--- config.mk ---
export PLATFORM = sky130hd
export DESIGN_NAME = adcsq_sequencer
export DESIGN_NICKNAME = d
export VERILOG_FILES = /design/src/adcsq_pkg.sv /design/src/adcsq_sequencer.sv
export SDC_FILE = /design/constraint.sdc
export NUM_CORES = 1
export LEC_CHECK = 0
export BUFFER_PORTS_ARGS = -buffer_cell sky130_fd_sc_hd__buf_2
export CORE_UTILIZATION = 55
export DETAILED_ROUTE_END_ITERATION = 10
export GPL_ROUTABILITY_DRIVEN = 0
export GPL_TIMING_DRIVEN = 0
export PLACE_DENSITY_LB_ADDON = 0.1
export SLEW_MARGIN = 0
export SYNTH_ARGS = -nofsm -noshare
export SYNTH_HDL_FRONTEND = slang
export SYNTH_SLANG_ARGS = --single-unit
--- constraint.sdc ---
create_clock -name mclk -period 3.75 [get_ports mclk]
set_clock_uncertainty 0.1 [all_clocks]
set_input_delay 0.5625 -clock mclk [delete_from_list [all_inputs] [get_ports mclk]]
set_output_delay 0.5625 -clock mclk [all_outputs]
set_load 0.05 [all_outputs]
--- src/adcsq_pkg.sv ---
// constants and types shared by the serial readout sequencer
package adcsq_pkg;

  // system clock
  localparam int unsigned CLK_HZ = 100_000_000;

  // internal oscillator rates for the two notch settings, in Hz
  localparam int unsigned OSC_60HZ_NOTCH_HZ = 153_600;
  localparam int unsigned OSC_50HZ_NOTCH_HZ = 128_000;
  // mclk cycles per oscillator tick (longest period, rounded down)
  localparam logic [9:0] OSC_DIV_60 = 10'(CLK_HZ / OSC_60HZ_NOTCH_HZ);
  localparam logic [9:0] OSC_DIV_50 = 10'(CLK_HZ / OSC_50HZ_NOTCH_HZ);

  // oscillator ticks per filter first-null period
  localparam logic [11:0] NULL_DIV = 12'd2560;

  // internal serial clock is the oscillator divided by 8: 4 ticks per half period
  localparam logic [1:0] SCK_HALF_LAST = 2'h3;

  // output word layout
  localparam int unsigned WORD_BITS = 24;
  localparam int unsigned RESULT_BITS = 20;
  localparam int unsigned EXTRA_BITS = 8;
  localparam int unsigned BIT_EOC = 23;
  localparam int unsigned BIT_CH = 22;
  localparam logic [4:0] LAST_BIT_IDX = 5'd23;

  // power-on reset hold, 0.5 ms
  localparam int unsigned POR_TIME_US = 500;
  localparam int unsigned POR_CYCLES = POR_TIME_US * (CLK_HZ / 1_000_000);

  // time without edges on the frequency pin before it counts as static, 1 ms
  localparam int unsigned FO_TIMEOUT_US = 1000;
  localparam int unsigned FO_TIMEOUT_CYCLES = FO_TIMEOUT_US * (CLK_HZ / 1_000_000);

  // result fifo shape: 20 code bits, sign, range flag
  localparam int unsigned FIFO_WIDTH = RESULT_BITS + 2;
  localparam int unsigned FIFO_DEPTH = 4;

  // sequencer states
  typedef enum logic [1:0] {
    ST_POR,
    ST_CONV,
    ST_SLEEP,
    ST_OUTPUT
  } adcsq_state_t;

endpackage

--- src/adcsq_sequencer.sv ---
// result fifo and serial readout sequencer of the converter
`timescale 1ns/1ns

////////////////////////////////////////////////////////////////////////////////
// small synchronous fifo with valid/ready on both sides
module adcsq_fifo #(
  parameter int unsigned WIDTH = 22,
  parameter int unsigned DEPTH = 4
) (
  // clock and reset
  input wire logic clk,
  input wire logic rst_n,
  // fill side
  input wire logic in_valid,
  output logic in_ready,
  input wire logic [WIDTH-1:0] in_data,
  // drain side
  output logic out_valid,
  input wire logic out_ready,
  output logic [WIDTH-1:0] out_data
);
  localparam int unsigned AW = $clog2(DEPTH);

  logic [WIDTH-1:0] mem [DEPTH];  // storage
  logic [AW-1:0] wr_ptr_reg;  // next write slot
  logic [AW-1:0] rd_ptr_reg;  // next read slot
  logic [AW:0] count_reg;  // words held
  logic push;
  logic pop;

  assign in_ready = (count_reg != (AW+1)'(DEPTH));
  assign out_valid = (count_reg != '0);
  assign out_data = mem[rd_ptr_reg];
  assign push = in_valid && in_ready;
  assign pop = out_valid && out_ready;

  // storage write
  always_ff @(posedge clk) begin
    if (push) begin
      mem[wr_ptr_reg] <= in_data;
    end
  end

  // pointers and fill level
  always_ff @(posedge clk or negedge rst_n) begin
    if (!rst_n) begin
      wr_ptr_reg <= '0;
      rd_ptr_reg <= '0;
      count_reg <= '0;
    end else begin
      if (push) begin
        wr_ptr_reg <= (wr_ptr_reg == AW'(DEPTH - 1)) ? '0 : wr_ptr_reg + 1'b1;
      end
      if (pop) begin
        rd_ptr_reg <= (rd_ptr_reg == AW'(DEPTH - 1)) ? '0 : rd_ptr_reg + 1'b1;
      end
      if (push && !pop) begin
        count_reg <= count_reg + 1'b1;
      end else if (pop && !push) begin
        count_reg <= count_reg - 1'b1;
      end
    end
  end
endmodule // adcsq_fifo

////////////////////////////////////////////////////////////////////////////////
// What this block does
// RULE_01: chip select low enables output, wakes device
// RULE_02: sleep after conversion while chip select high
// RULE_03: chip select rise mid-transfer aborts, restarts conversion
// RULE_04: output released while chip select high
// RULE_05: conversion/sleep with select low shows status
// RULE_06: internal mode drives serial clock pin
// RULE_07: external mode: host drives serial clock
// RULE_08: clock mode sampled at reset, select fall
// RULE_09: high pin selects internal, low external
// RULE_10: static frequency pin picks 50/60 notch
// RULE_11: toggling frequency pin clocks conversion, null/2560
// RULE_12: two-channel variant alternates inputs each cycle
// RULE_13: reference endpoints map to all-ones/all-zeros codes
// RULE_14: states run conversion, sleep, output, repeat
// RULE_15: sleep keeps result unchanged in shifter
// RULE_16: output starts on rising clock, select low
// RULE_17: data changes on falling clock edges
// RULE_18: output ends after 24 bits or select high
// RULE_19: word is the conversion just finished; code loads the oldest fifo result
// RULE_20: word ends on falling edge of 24th clock
// RULE_21: extra clocks after word read high
// RULE_22: four status bits then 20-bit result MSB-first
// RULE_23: end-of-conversion bit high while converting
// RULE_24: clocks ignored while chip select high
// RULE_25: power-on hold 0.5 ms, then conversion starts
module adcsq_sequencer
  import adcsq_pkg::*;
#(
  parameter int unsigned POR_HOLD_CYCLES = POR_CYCLES,
  parameter int unsigned FO_IDLE_CYCLES = FO_TIMEOUT_CYCLES
) (
  // clock and reset
  input wire logic mclk,
  input wire logic arst_n,
  // serial pins
  input wire logic cs_n_pin,
  input wire logic sck_pin_i,
  output logic sck_pin_o,
  output logic sck_pin_oe,
  output logic sck_pullup_en,
  output logic sdo_pin_o,
  output logic sdo_pin_oe,
  // frequency select pin and variant strap
  input wire logic frequency_select_pin,
  input wire logic two_channel_variant,
  // converter front end
  output logic conv_start,
  output logic conv_channel,
  output logic conv_clk_en,
  output logic null_tick,
  output logic notch_50hz,
  output logic ext_osc_mode,
  input wire logic result_valid,
  output logic result_ready,
  input wire logic [RESULT_BITS-1:0] result_code,
  input wire logic result_sign_flag,
  input wire logic range_exceeded_flag,
  // status
  output logic awake,
  output logic conv_busy
);

  //////////////////////////////////////////////////////////////////////////////
  // reset release and pin synchronisers
  logic rst_meta_reg;  // reset release stage one
  logic rst_n_reg;  // synchronised reset
  logic [1:0] cs_sync_reg;  // chip select synchroniser
  logic [1:0] sck_sync_reg;  // serial clock synchroniser
  logic [1:0] fo_sync_reg;  // frequency pin synchroniser
  logic cs_d_reg;  // delayed chip select for edges
  logic sck_d_reg;  // delayed serial clock for edges
  logic fo_d_reg;  // delayed frequency pin for edges
  logic [1:0] sync_fill_reg;  // edges since reset release, saturating
  logic cs_s;
  logic sck_s;
  logic fo_s;

  // reset is released through two flops
  always_ff @(posedge mclk or negedge arst_n) begin
    if (!arst_n) begin
      rst_meta_reg <= 1'b0;
      rst_n_reg <= 1'b0;
    end else begin
      rst_meta_reg <= 1'b1;
      rst_n_reg <= rst_meta_reg;
    end
  end

  // two-flop synchronisers, then one delay stage for edge detection
  always_ff @(posedge mclk or negedge rst_n_reg) begin
    if (!rst_n_reg) begin
      cs_sync_reg <= 2'h3;
      sck_sync_reg <= 2'h3;
      fo_sync_reg <= 2'h0;
      cs_d_reg <= 1'b1;
      sck_d_reg <= 1'b1;
      fo_d_reg <= 1'b0;
      sync_fill_reg <= '0;
    end else begin
      // frequency pin edges and the clock mode sample only count once the stages hold real pin values
      if (sync_fill_reg != 2'h3) begin
        sync_fill_reg <= sync_fill_reg + 1'b1;
      end
      cs_sync_reg <= {cs_sync_reg[0], cs_n_pin};
      sck_sync_reg <= {sck_sync_reg[0], sck_pin_i};
      fo_sync_reg <= {fo_sync_reg[0], frequency_select_pin};
      cs_d_reg <= cs_s;
      sck_d_reg <= sck_s;
      fo_d_reg <= fo_s;
    end
  end

  assign cs_s = cs_sync_reg[1];
  assign sck_s = sck_sync_reg[1];
  assign fo_s = fo_sync_reg[1];

  logic cs_fall;
  logic cs_rise;
  assign cs_fall = cs_d_reg && !cs_s;
  assign cs_rise = !cs_d_reg && cs_s;

  //////////////////////////////////////////////////////////////////////////////
  // conversion clock source
  logic [16:0] fo_idle_reg;  // cycles since last frequency pin edge
  logic ext_osc_reg;  // frequency pin is toggling
  logic [9:0] osc_div_reg;  // internal oscillator divider
  logic [11:0] null_cnt_reg;  // ticks within one null period
  logic osc_tick;
  logic fo_edge;

  // no false edge from the reset values of the stages
  assign fo_edge = (sync_fill_reg == 2'h3) && (fo_s ^ fo_d_reg);

  // an edge within the idle window means an external clock is present
  always_ff @(posedge mclk or negedge rst_n_reg) begin
    if (!rst_n_reg) begin
      fo_idle_reg <= '0;
      ext_osc_reg <= 1'b0;
    end else if (fo_edge) begin
      fo_idle_reg <= '0;
      ext_osc_reg <= 1'b1;  // [RULE_11]
    end else if (fo_idle_reg == 17'(FO_IDLE_CYCLES - 1)) begin
      ext_osc_reg <= 1'b0;  // [RULE_10]
    end else begin
      fo_idle_reg <= fo_idle_reg + 1'b1;
    end
  end

  // internal oscillator: divider depends on the static pin level
  always_ff @(posedge mclk or negedge rst_n_reg) begin
    if (!rst_n_reg) begin
      osc_div_reg <= '0;
    end else if (osc_div_reg >= (fo_s ? OSC_DIV_50 : OSC_DIV_60) - 1'b1) begin
      osc_div_reg <= '0;  // [RULE_10]
    end else begin
      osc_div_reg <= osc_div_reg + 1'b1;
    end
  end

  // external mode ticks on rising pin edges, otherwise on the divider wrap
  assign osc_tick = ext_osc_reg ? (fo_s && !fo_d_reg) : (osc_div_reg == '0);  // [RULE_11]

  // null period marker for the filter: one per 2560 oscillator ticks
  always_ff @(posedge mclk or negedge rst_n_reg) begin
    if (!rst_n_reg) begin
      null_cnt_reg <= '0;
    end else if (osc_tick) begin
      null_cnt_reg <= (null_cnt_reg == NULL_DIV - 1'b1) ? '0 : null_cnt_reg + 1'b1;  // [RULE_11]
    end
  end

  assign conv_clk_en = osc_tick;
  assign null_tick = osc_tick && (null_cnt_reg == NULL_DIV - 1'b1);
  assign notch_50hz = !ext_osc_reg && fo_s;  // [RULE_10]
  assign ext_osc_mode = ext_osc_reg;

  //////////////////////////////////////////////////////////////////////////////
  // result fifo between filter and shifter
  logic fifo_valid;
  logic fifo_ready;
  logic [FIFO_WIDTH-1:0] fifo_data;
  adcsq_state_t state_reg;

  adcsq_fifo #(
    .WIDTH(FIFO_WIDTH),
    .DEPTH(FIFO_DEPTH)
  ) u_fifo (
    .clk(mclk),
    .rst_n(rst_n_reg),
    .in_valid(result_valid),
    .in_ready(result_ready),
    .in_data({range_exceeded_flag, result_sign_flag, result_code}),
    .out_valid(fifo_valid),
    .out_ready(fifo_ready),
    .out_data(fifo_data)
  );

  // drained only when a conversion is waiting for its result
  assign fifo_ready = (state_reg == ST_CONV);

  //////////////////////////////////////////////////////////////////////////////
  // serial clock mode and internal clock generator
  logic int_sck_reg;  // internal serial clock mode
  logic sck_gen_reg;  // generated clock level
  logic [1:0] sck_half_reg;  // ticks within a half period
  logic gen_run;
  logic gen_flip;
  logic sck_rise;
  logic sck_fall;

  // clock mode caught once after reset release and at each select fall
  always_ff @(posedge mclk or negedge rst_n_reg) begin
    if (!rst_n_reg) begin
      int_sck_reg <= 1'b1;
    end else begin
      // power-up sample waits until the synchroniser holds the pin level
      if ((sync_fill_reg == 2'h2) || cs_fall) begin
        int_sck_reg <= sck_s;  // [RULE_08] [RULE_09]
      end
    end
  end

  // nothing driven in the select-fall cycle, while the mode is still being sampled
  assign gen_run = int_sck_reg && !cs_s && !cs_fall &&
                   ((state_reg == ST_SLEEP) || (state_reg == ST_OUTPUT));
  assign gen_flip = gen_run && osc_tick && (sck_half_reg == SCK_HALF_LAST);

  // internal clock is the oscillator over 8, parked low when idle
  always_ff @(posedge mclk or negedge rst_n_reg) begin
    if (!rst_n_reg) begin
      sck_gen_reg <= 1'b0;
      sck_half_reg <= '0;
    end else if (!gen_run) begin
      sck_gen_reg <= 1'b0;
      sck_half_reg <= '0;
    end else if (osc_tick) begin
      sck_half_reg <= sck_half_reg + 1'b1;
      if (gen_flip) begin
        sck_gen_reg <= !sck_gen_reg;  // [RULE_06]
      end
    end
  end

  // edges from the generator or the host, blind while select is high
  assign sck_rise = !cs_s && (int_sck_reg ? (gen_flip && !sck_gen_reg)
                                          : (sck_s && !sck_d_reg));  // [RULE_24] [RULE_07]
  assign sck_fall = !cs_s && (int_sck_reg ? (gen_flip && sck_gen_reg)
                                          : (!sck_s && sck_d_reg));  // [RULE_24] [RULE_07]

  assign sck_pin_o = sck_gen_reg;
  assign sck_pin_oe = int_sck_reg && !cs_s && !cs_fall;  // [RULE_06] [RULE_08]
  assign sck_pullup_en = int_sck_reg;  // [RULE_08]

  //////////////////////////////////////////////////////////////////////////////
  // conversion cycle sequencer and output shifter
  logic [16:0] por_cnt_reg;  // power-on hold counter
  logic [WORD_BITS-1:0] shift_reg;  // output word
  logic [4:0] bit_cnt_reg;  // falling edges within the word
  logic ch_reg;  // channel of the current conversion
  logic conv_start_reg;  // one-cycle start pulse

  // state, shifter and channel steer each other, so they share one process
  always_ff @(posedge mclk or negedge rst_n_reg) begin
    if (!rst_n_reg) begin
      state_reg <= ST_POR;
      por_cnt_reg <= '0;
      shift_reg <= '0;
      bit_cnt_reg <= '0;
      ch_reg <= 1'b0;
      conv_start_reg <= 1'b0;
    end else begin
      conv_start_reg <= 1'b0;
      unique case (state_reg)
        // hold after power-up, then the first conversion on channel a
        ST_POR: begin
          if (por_cnt_reg == 17'(POR_HOLD_CYCLES - 1)) begin
            state_reg <= ST_CONV;  // [RULE_25]
            conv_start_reg <= 1'b1;
            ch_reg <= 1'b0;
          end else begin
            por_cnt_reg <= por_cnt_reg + 1'b1;
          end
        end
        // wait for the oldest buffered result, then load the word
        ST_CONV: begin
          if (fifo_valid) begin
            // front end codes zero/full reference as 00000/fffff
            shift_reg <= {1'b0, ch_reg, fifo_data[RESULT_BITS], fifo_data[RESULT_BITS+1],
                          fifo_data[RESULT_BITS-1:0]};  // [RULE_22] [RULE_19] [RULE_13]
            state_reg <= ST_SLEEP;  // [RULE_02] [RULE_14]
          end
        end
        // word held untouched until select low and a rising clock
        ST_SLEEP: begin
          if (sck_rise) begin
            state_reg <= ST_OUTPUT;  // [RULE_16] [RULE_15]
            bit_cnt_reg <= '0;
          end
        end
        // shift on falling edges, ones fill behind the word
        ST_OUTPUT: begin
          if (cs_rise) begin
            state_reg <= ST_CONV;  // [RULE_03] [RULE_18]
            conv_start_reg <= 1'b1;
            ch_reg <= two_channel_variant && !ch_reg;  // [RULE_12]
          end else if (sck_fall) begin
            shift_reg <= {shift_reg[WORD_BITS-2:0], 1'b1};  // [RULE_17] [RULE_21]
            bit_cnt_reg <= bit_cnt_reg + 1'b1;
            if (bit_cnt_reg == LAST_BIT_IDX) begin
              state_reg <= ST_CONV;  // [RULE_20] [RULE_18] [RULE_14]
              conv_start_reg <= 1'b1;
              ch_reg <= two_channel_variant && !ch_reg;  // [RULE_12]
            end
          end
        end
      endcase
    end
  end

  assign conv_start = conv_start_reg;
  assign conv_channel = ch_reg;
  assign conv_busy = (state_reg == ST_CONV);

  //////////////////////////////////////////////////////////////////////////////
  // data pin drive
  logic sdo_reg;  // data pin level
  logic sdo_oe_reg;  // data pin enable

  // status bit high while converting; afterwards the word's top bit
  always_ff @(posedge mclk or negedge rst_n_reg) begin
    if (!rst_n_reg) begin
      sdo_reg <= 1'b1;
      sdo_oe_reg <= 1'b0;
    end else begin
      if ((state_reg == ST_CONV) || (state_reg == ST_POR)) begin
        sdo_reg <= 1'b1;  // [RULE_23] [RULE_05] [RULE_21]
      end else begin
        sdo_reg <= shift_reg[BIT_EOC];  // [RULE_05] [RULE_17]
      end
      sdo_oe_reg <= !cs_s;  // [RULE_01] [RULE_04]
    end
  end

  assign sdo_pin_o = sdo_reg;
  assign sdo_pin_oe = sdo_oe_reg;
  // awake while converting or while the host holds select low
  assign awake = !cs_s || (state_reg == ST_CONV) || (state_reg == ST_POR);  // [RULE_01]

endmodule // adcsq_sequencer

== After elaboration in Yosys (flattened, before gate mapping) ==
Memory sizes are Yosys's and may differ from the RTL's.
Cells that the tools add are included.

* Register bits: 116
* Bits in writable memories: 88
* Memories: 1

{| class="wikitable"
|+ Memory list
! name !! words !! width !! rd ports !! clocked after Yosys merged registers in !! wr ports !! line !! RTL
|-
| u_fifo.mem || 4 || 22 || 1 || 0 || 1 || adcsq_sequencer.sv:24 || <nowiki>logic [WIDTH-1:0] mem [DEPTH];</nowiki>
|}

* Add/sub/neg operators: 12
* $lt $le $gt $ge: 1
* Equality and inequality tests: 24
* Muxes and demuxes: 47
* Bitwise logic cells: 2
* Reductions and logical operators: 52

{| class="wikitable"
|+ Operators with widths
! cell !! count
|-
| 24-bit 2-to-1 mux || 3
|-
| 24-bit one-hot mux with 2 select lines || 1
|-
| 17-bit by 1-bit adder with 17-bit output, second input constant || 2
|-
| 17-bit 2-to-1 mux || 2
|-
| 1-bit logical AND || 22
|-
| 2-bit 2-to-1 mux || 10
|-
| 1-bit 2-to-1 mux || 19
|-
| 17-bit by 16-bit equality test with 1-bit output, second input constant || 1
|-
| 17-bit equality test, second input constant || 1
|-
| 5-bit 2-to-1 mux || 3
|-
| 2-bit equality test, second input constant || 7
|-
| 2-bit != test, second input constant || 7
|-
| 12-bit by 1-bit adder with 12-bit output, second input constant || 1
|-
| 12-bit equality test, second input constant || 1
|-
| 12-bit 2-to-1 mux || 1
|-
| 4-bit AND reduction || 3
|-
| 1-bit zero test || 11
|-
| 10-bit by 1-bit adder with 10-bit output, second input constant || 1
|-
| 10-bit >= comparator || 1
|-
| 10-bit zero test || 1
|-
| 10-bit 2-to-1 mux || 1
|-
| 5-bit one-hot mux with 2 select lines || 1
|-
| 2-bit nonzero test || 5
|-
| 10-bit by 1-bit subtractor with 10-bit output, second input constant || 1
|-
| 20 further kinds || 32
|}

== Longest topological paths before layout ==
* Depth in word-level cells: 13
* Mapped depth: 11
* Gate-level depth less buffers: 9

== By module ==
A second synthesis with hierarchy kept.

* Cell total of the unflattened synthesis: 642
* Area, all modules: 8883.5 sq um

{| class="wikitable"
|+ By module, submodules not included
! module !! instances !! cells each !! area each (sq um) !! sequential area each (sq um)
|-
| adcsq_sequencer || 1 || 490 || 5227.5 || 2737.6
|-
| adcsq_fifo || 1 || 152 || 3656.0 || 2817.7
|}

== Worst setup path after synthesis ==
OpenSTA, ideal clock, no wires.

* Path type: register -> register
* From: register int_sck_reg, in the netlist sck_pullup_en
* To: register bit_cnt_reg[3]
* Data arrival time: 2755 ps
* Data required time: 3581 ps
* Setup slack: 826 ps
* Cell stages (with the launch flop): 7
* Period minus slack after synthesis: 2924 ps
* Path through: dfstp_2 nor3b_2 o2111ai_1 o21ai_2 o211ai_4 or4b_1 nand3_1

* Word-level cells in the longest chain between the ends: 10
* Elaborated cells between the ends (all ways): 14
* Those cells by class: 2 x eq/ne; 2 x mux; 10 x reduce/logical

{| class="wikitable"
|+ Ends and longest elaborated chain
! element !! line !! RTL
|-
| start: declaration || adcsq_sequencer.sv:270 || <nowiki>logic int_sck_reg;</nowiki>
|-
| start signal: assignment || adcsq_sequencer.sv:285 || <nowiki>int_sck_reg <= sck_s;</nowiki>
|-
| 1-bit logical AND * (2 in series) || -- ||
|-
| net sck_pin_oe || adcsq_sequencer.sv:106 || <nowiki>output logic sck_pin_oe,</nowiki>
|-
| 1-bit logical AND * || adcsq_sequencer.sv:291 || <nowiki>assign gen_run = int_sck_reg && !cs_s && !cs_fall &&</nowiki>
|-
| 1-bit logical AND * (2 in series) || adcsq_sequencer.sv:293 || <nowiki>assign gen_flip = gen_run && osc_tick && (sck_half_reg == SCK_HALF_LAST);</nowiki>
|-
| 1-bit logical AND, on equally long branches || adcsq_sequencer.sv:314, adcsq_sequencer.sv:312 ||
|-
| 1-bit 2-to-1 mux, on equally long branches || adcsq_sequencer.sv:314, adcsq_sequencer.sv:312 ||
|-
| 1-bit logical AND, on equally long branches || adcsq_sequencer.sv:314, adcsq_sequencer.sv:312 ||
|-
| 2-bit != test (no source line) || -- ||
|-
| 4-bit AND reduction (no source line) * || -- ||
|-
| end signal: assignment || adcsq_sequencer.sv:375 || <nowiki>bit_cnt_reg <= bit_cnt_reg + 1'b1;</nowiki>
|-
| end: declaration || adcsq_sequencer.sv:325 || <nowiki>logic [4:0] bit_cnt_reg;</nowiki>
|}

The timed path passes the listed nets; every way through them passes the cells marked *.
A chain may end at the register's enable or synchronous reset.

== Final worst setup path ==
* From: register osc_div_reg[1]
* To: output port conv_clk_en

* Word-level cells in the longest chain between the ends: 2

{| class="wikitable"
|+ Ends and longest elaborated chain
! element !! line !! RTL
|-
| start: declaration || adcsq_sequencer.sv:193 || <nowiki>logic [9:0] osc_div_reg;</nowiki>
|-
| start signal: assignment || adcsq_sequencer.sv:223 || <nowiki>osc_div_reg <= osc_div_reg + 1'b1;</nowiki>
|-
| 10-bit zero test || adcsq_sequencer.sv:228 || <nowiki>assign osc_tick = ext_osc_reg ? (fo_s && !fo_d_reg) : (osc_div_reg == '0);</nowiki>
|-
| 1-bit 2-to-1 mux || adcsq_sequencer.sv:228 ||
|-
| end: declaration || adcsq_sequencer.sv:116 || <nowiki>output logic conv_clk_en,</nowiki>
|}

Every way passes these cells.

==> flow_summary.toml <==
[floorplanning]
rows = 45
start_util_pct = 57.25
dieWidth_um = 128.7
chipHeight_um = 128.7
ios = 43
core_um2 = 15430
die-area_um2 = 16570

[logic_synthesis]
yosysTopAreaCell = "dfrtp_1"
synthCells = 658
ys.flop_type = "dfrtp_1"
yosysSeqAreaShare_pct = 62.90
synthesis.nets = 713
synth_area_um2 = 8832
synth_cell_types = 64
synthTopCellsByArea = "dfrtp_1, edfxtp_1, mux4_2"
ys_async_sr_fraction_pct = 56.86
synth_warnings = 0
avgSynthCellArea_um2 = 13.42
ys_ff_latch = 204
synth_edf_count = 88
synth.top_cell.area_share_pct = 30.60

[clocking]
clk_pin_slew_ns = 0.06
clock_latency_ns = 0.51
postCtsHoldBufs = 1
clockBufferDepth = 3
cts-root-buf = "clkbuf_16"
cts_resized = 0
cts_made_buffers = 22
clock-sinks = 204
postCtsSetupRepairBufs = 0
htree_levels = 1
cts_tree = "yes"

[cells_and_area]
drive_gt1_share_pct = 17.57
largest_reg_flops = 88
final_cells = 951
final_nets = 781
mostFrequentLayoutCells = "dfrtp_1, edfxtp_1, nor2_1"
final_area_um2 = 10070
final_common_cell = "dfrtp_1"
area_growth_pct = 14.01
diodes = 0

[pwr]
leakagePower_nw = 4.077
powerDensity_nw_per_um2 = 708.4
peakVddDrop_mv = 0.4971

[global_route]
grt_pass1_wl_um = 27100
track_usage_pct = 20.97
grt_pass1_vias = 5526
grt_remaining_overflow = 0
grt_max_degree = 59
antenna_found_initial = 0

[worst_setup_path]
cp-start-kind = "flip-flop"
crit_path_max_incr_delay_ns = 0.44
cp.arrival_ns = 2.45
worstSetupPathType = "flip-flop to output port"
critical_path_required_ns = 3.09
path_max_fanout = 10
r2r_cells = 7
crit_family = "buffers and inverters"
cp_slowest_cell = "dfrtp_1"
crit_buf_inv = 5
path_common_cell = "buf_2"
worstPathCellList = "inv_1, ha_1, nor3b_1, nand3_2, and2_4, buf_6, clkinv_8, buf_2, buf_2"
end_kind = "output port"
cp_num_cells = 9

[timing]
fmax_mhz = 320.9
hold-worst-slack_ns = 0.05623
worst_pin_slew_ns = 1.247
min_period_over_period_pct = 83.09
setup_violations = 0
rsz0062_at_grt = "false"
tns_ns = 0
fin_crit_ns = 3.116
max-slew-margin-rel_pct = 16.89
slew_viol_final = 0
hold_viol_final = 0

[min_path]
min_path_type = "primary input to flip-flop"
whs_path_depth = 1

[route]
route.detailed.drc = 0
via_per_inst = 5.571
vias = 5298
ant_nets = 0
dr.pass1.iters = 5
wire_per_inst_um = 16.91
first_iter_violations = 300
drt_wl_total_um = 16080

[place]
hpwl_um = 10560
dp.cells = 912
place_area_um2 = 9338
portBuffers = 42

[status]
status = "completed"

[run]
drv_cap = 0
==> power by group <==
| part | switching, mW | total, mW | internal, mW |
|---|---|---|---|
| registers | 0.253 | 3.08 | 2.83 |
| clock network | 0.847 | 2.12 | 1.27 |
| logic | 1.12 | 1.94 | 0.818 |
| total | 2.22 | 7.13 | 4.92 |
==> through the flow <==
stage | power, mW | utilization (%) | worst slack [ns]
after floorplan | 4.561 | - | 0.1931
after global placement | 4.976 | 60.32 | -1.020
after detailed placement | 5.089 | 60.53 | 1.135
after CTS | 7.220 | 65.27 | 0.6085
after global routing | 7.533 | 65.27 | 0.4775
final | 7.134 | 65.27 | 0.6341
==> cell families (layout without fill, tap and decap cells) <==
logic type               count (synthesis)  in the layout  share of synthesized area, %
adder cells (fa/ha/maj)                 26             26                         3.768
AO/OA/AOI/OAI                           75             75                         5.553
flip-flops                             204            204                         62.90
multiplexers                            52             52                         9.052
buffers and inverters                   38            120                         2.012
other                                    1              1                       0.04246
AND/OR/NAND/NOR                        215            215                         12.01
XOR/XNOR                                47             47                         4.661
==> cell usage after synthesis (3+ instances only) <==
library cell and n:
a211o_1 3, nor4b_1 3, buf_1 3, and4_1 3, nand4_1 10, xnor2_1 20
clkbuf_1 8, nand2b_1 4, dfstp_2 8, mux2i_1 27, o21ai_0 15, buf_2 6
ha_1 25, dfrtp_1 108, mux4_2 22, xor2_1 27, nor3_1 11, a21oi_1 33
o31ai_1 3, nand3_1 33, nor2_1 72, nand2_1 47, a21o_1 3, edfxtp_1 88
and3_1 10, nor2b_1 3, inv_1 17
==> final timing paths <==
| check | start | end | slack (ns) |
|---|---|---|---|
| min in group asynchronous | arst_n | rst_meta_reg$_DFF_PN0_ | 0.26 |
| setup reg to reg | u_fifo.count_reg[0]$_DFFE_PN0P_ | u_fifo.count_reg[2]$_DFFE_PN0P_ | 1.23 |
| max in group asynchronous | rst_n_reg$_DFF_PN0_ | sdo_pin_o$_DFF_PN1_ | 2.43 |
| hold reg to reg | cs_sync_reg[0]$_DFF_PN1_ | cs_sync_reg[1]$_DFF_PN1_ | 0.26 |
| hold / removal | sck_pin_i | sck_sync_reg[0]$_DFF_PN1_ | 0.06 |
| setup / recovery | osc_div_reg[1]$_DFF_PN0_ | conv_clk_en | 0.63 |
==> layer usage <==
metal | wire length, um | track usage [%] | vias to the layer above
met4 | 366 | 6.090 | 0
met3 | 606 | 3.950 | 29
met2 | 8292 | 37.20 | 97
met1 | 6811 | 26.28 | 2652
li1 | - | - | 2520
met5 | 0 | 0 | -
==> final cells by class <==
type                            count  area [um2]
Buffer                             20       97.59
Fill cell                        1158        5358
Inverter                           18       80.08
Tap cell                          211       264.0
Sequential cell                   204        5559
Timing Repair Buffer               44       247.7
Clock buffer                       35       693.2
Multi-Input combinational cell    416        3099
Clock inverter                      3       28.78
Note: power is estimated with default switching activity, not from simulation.
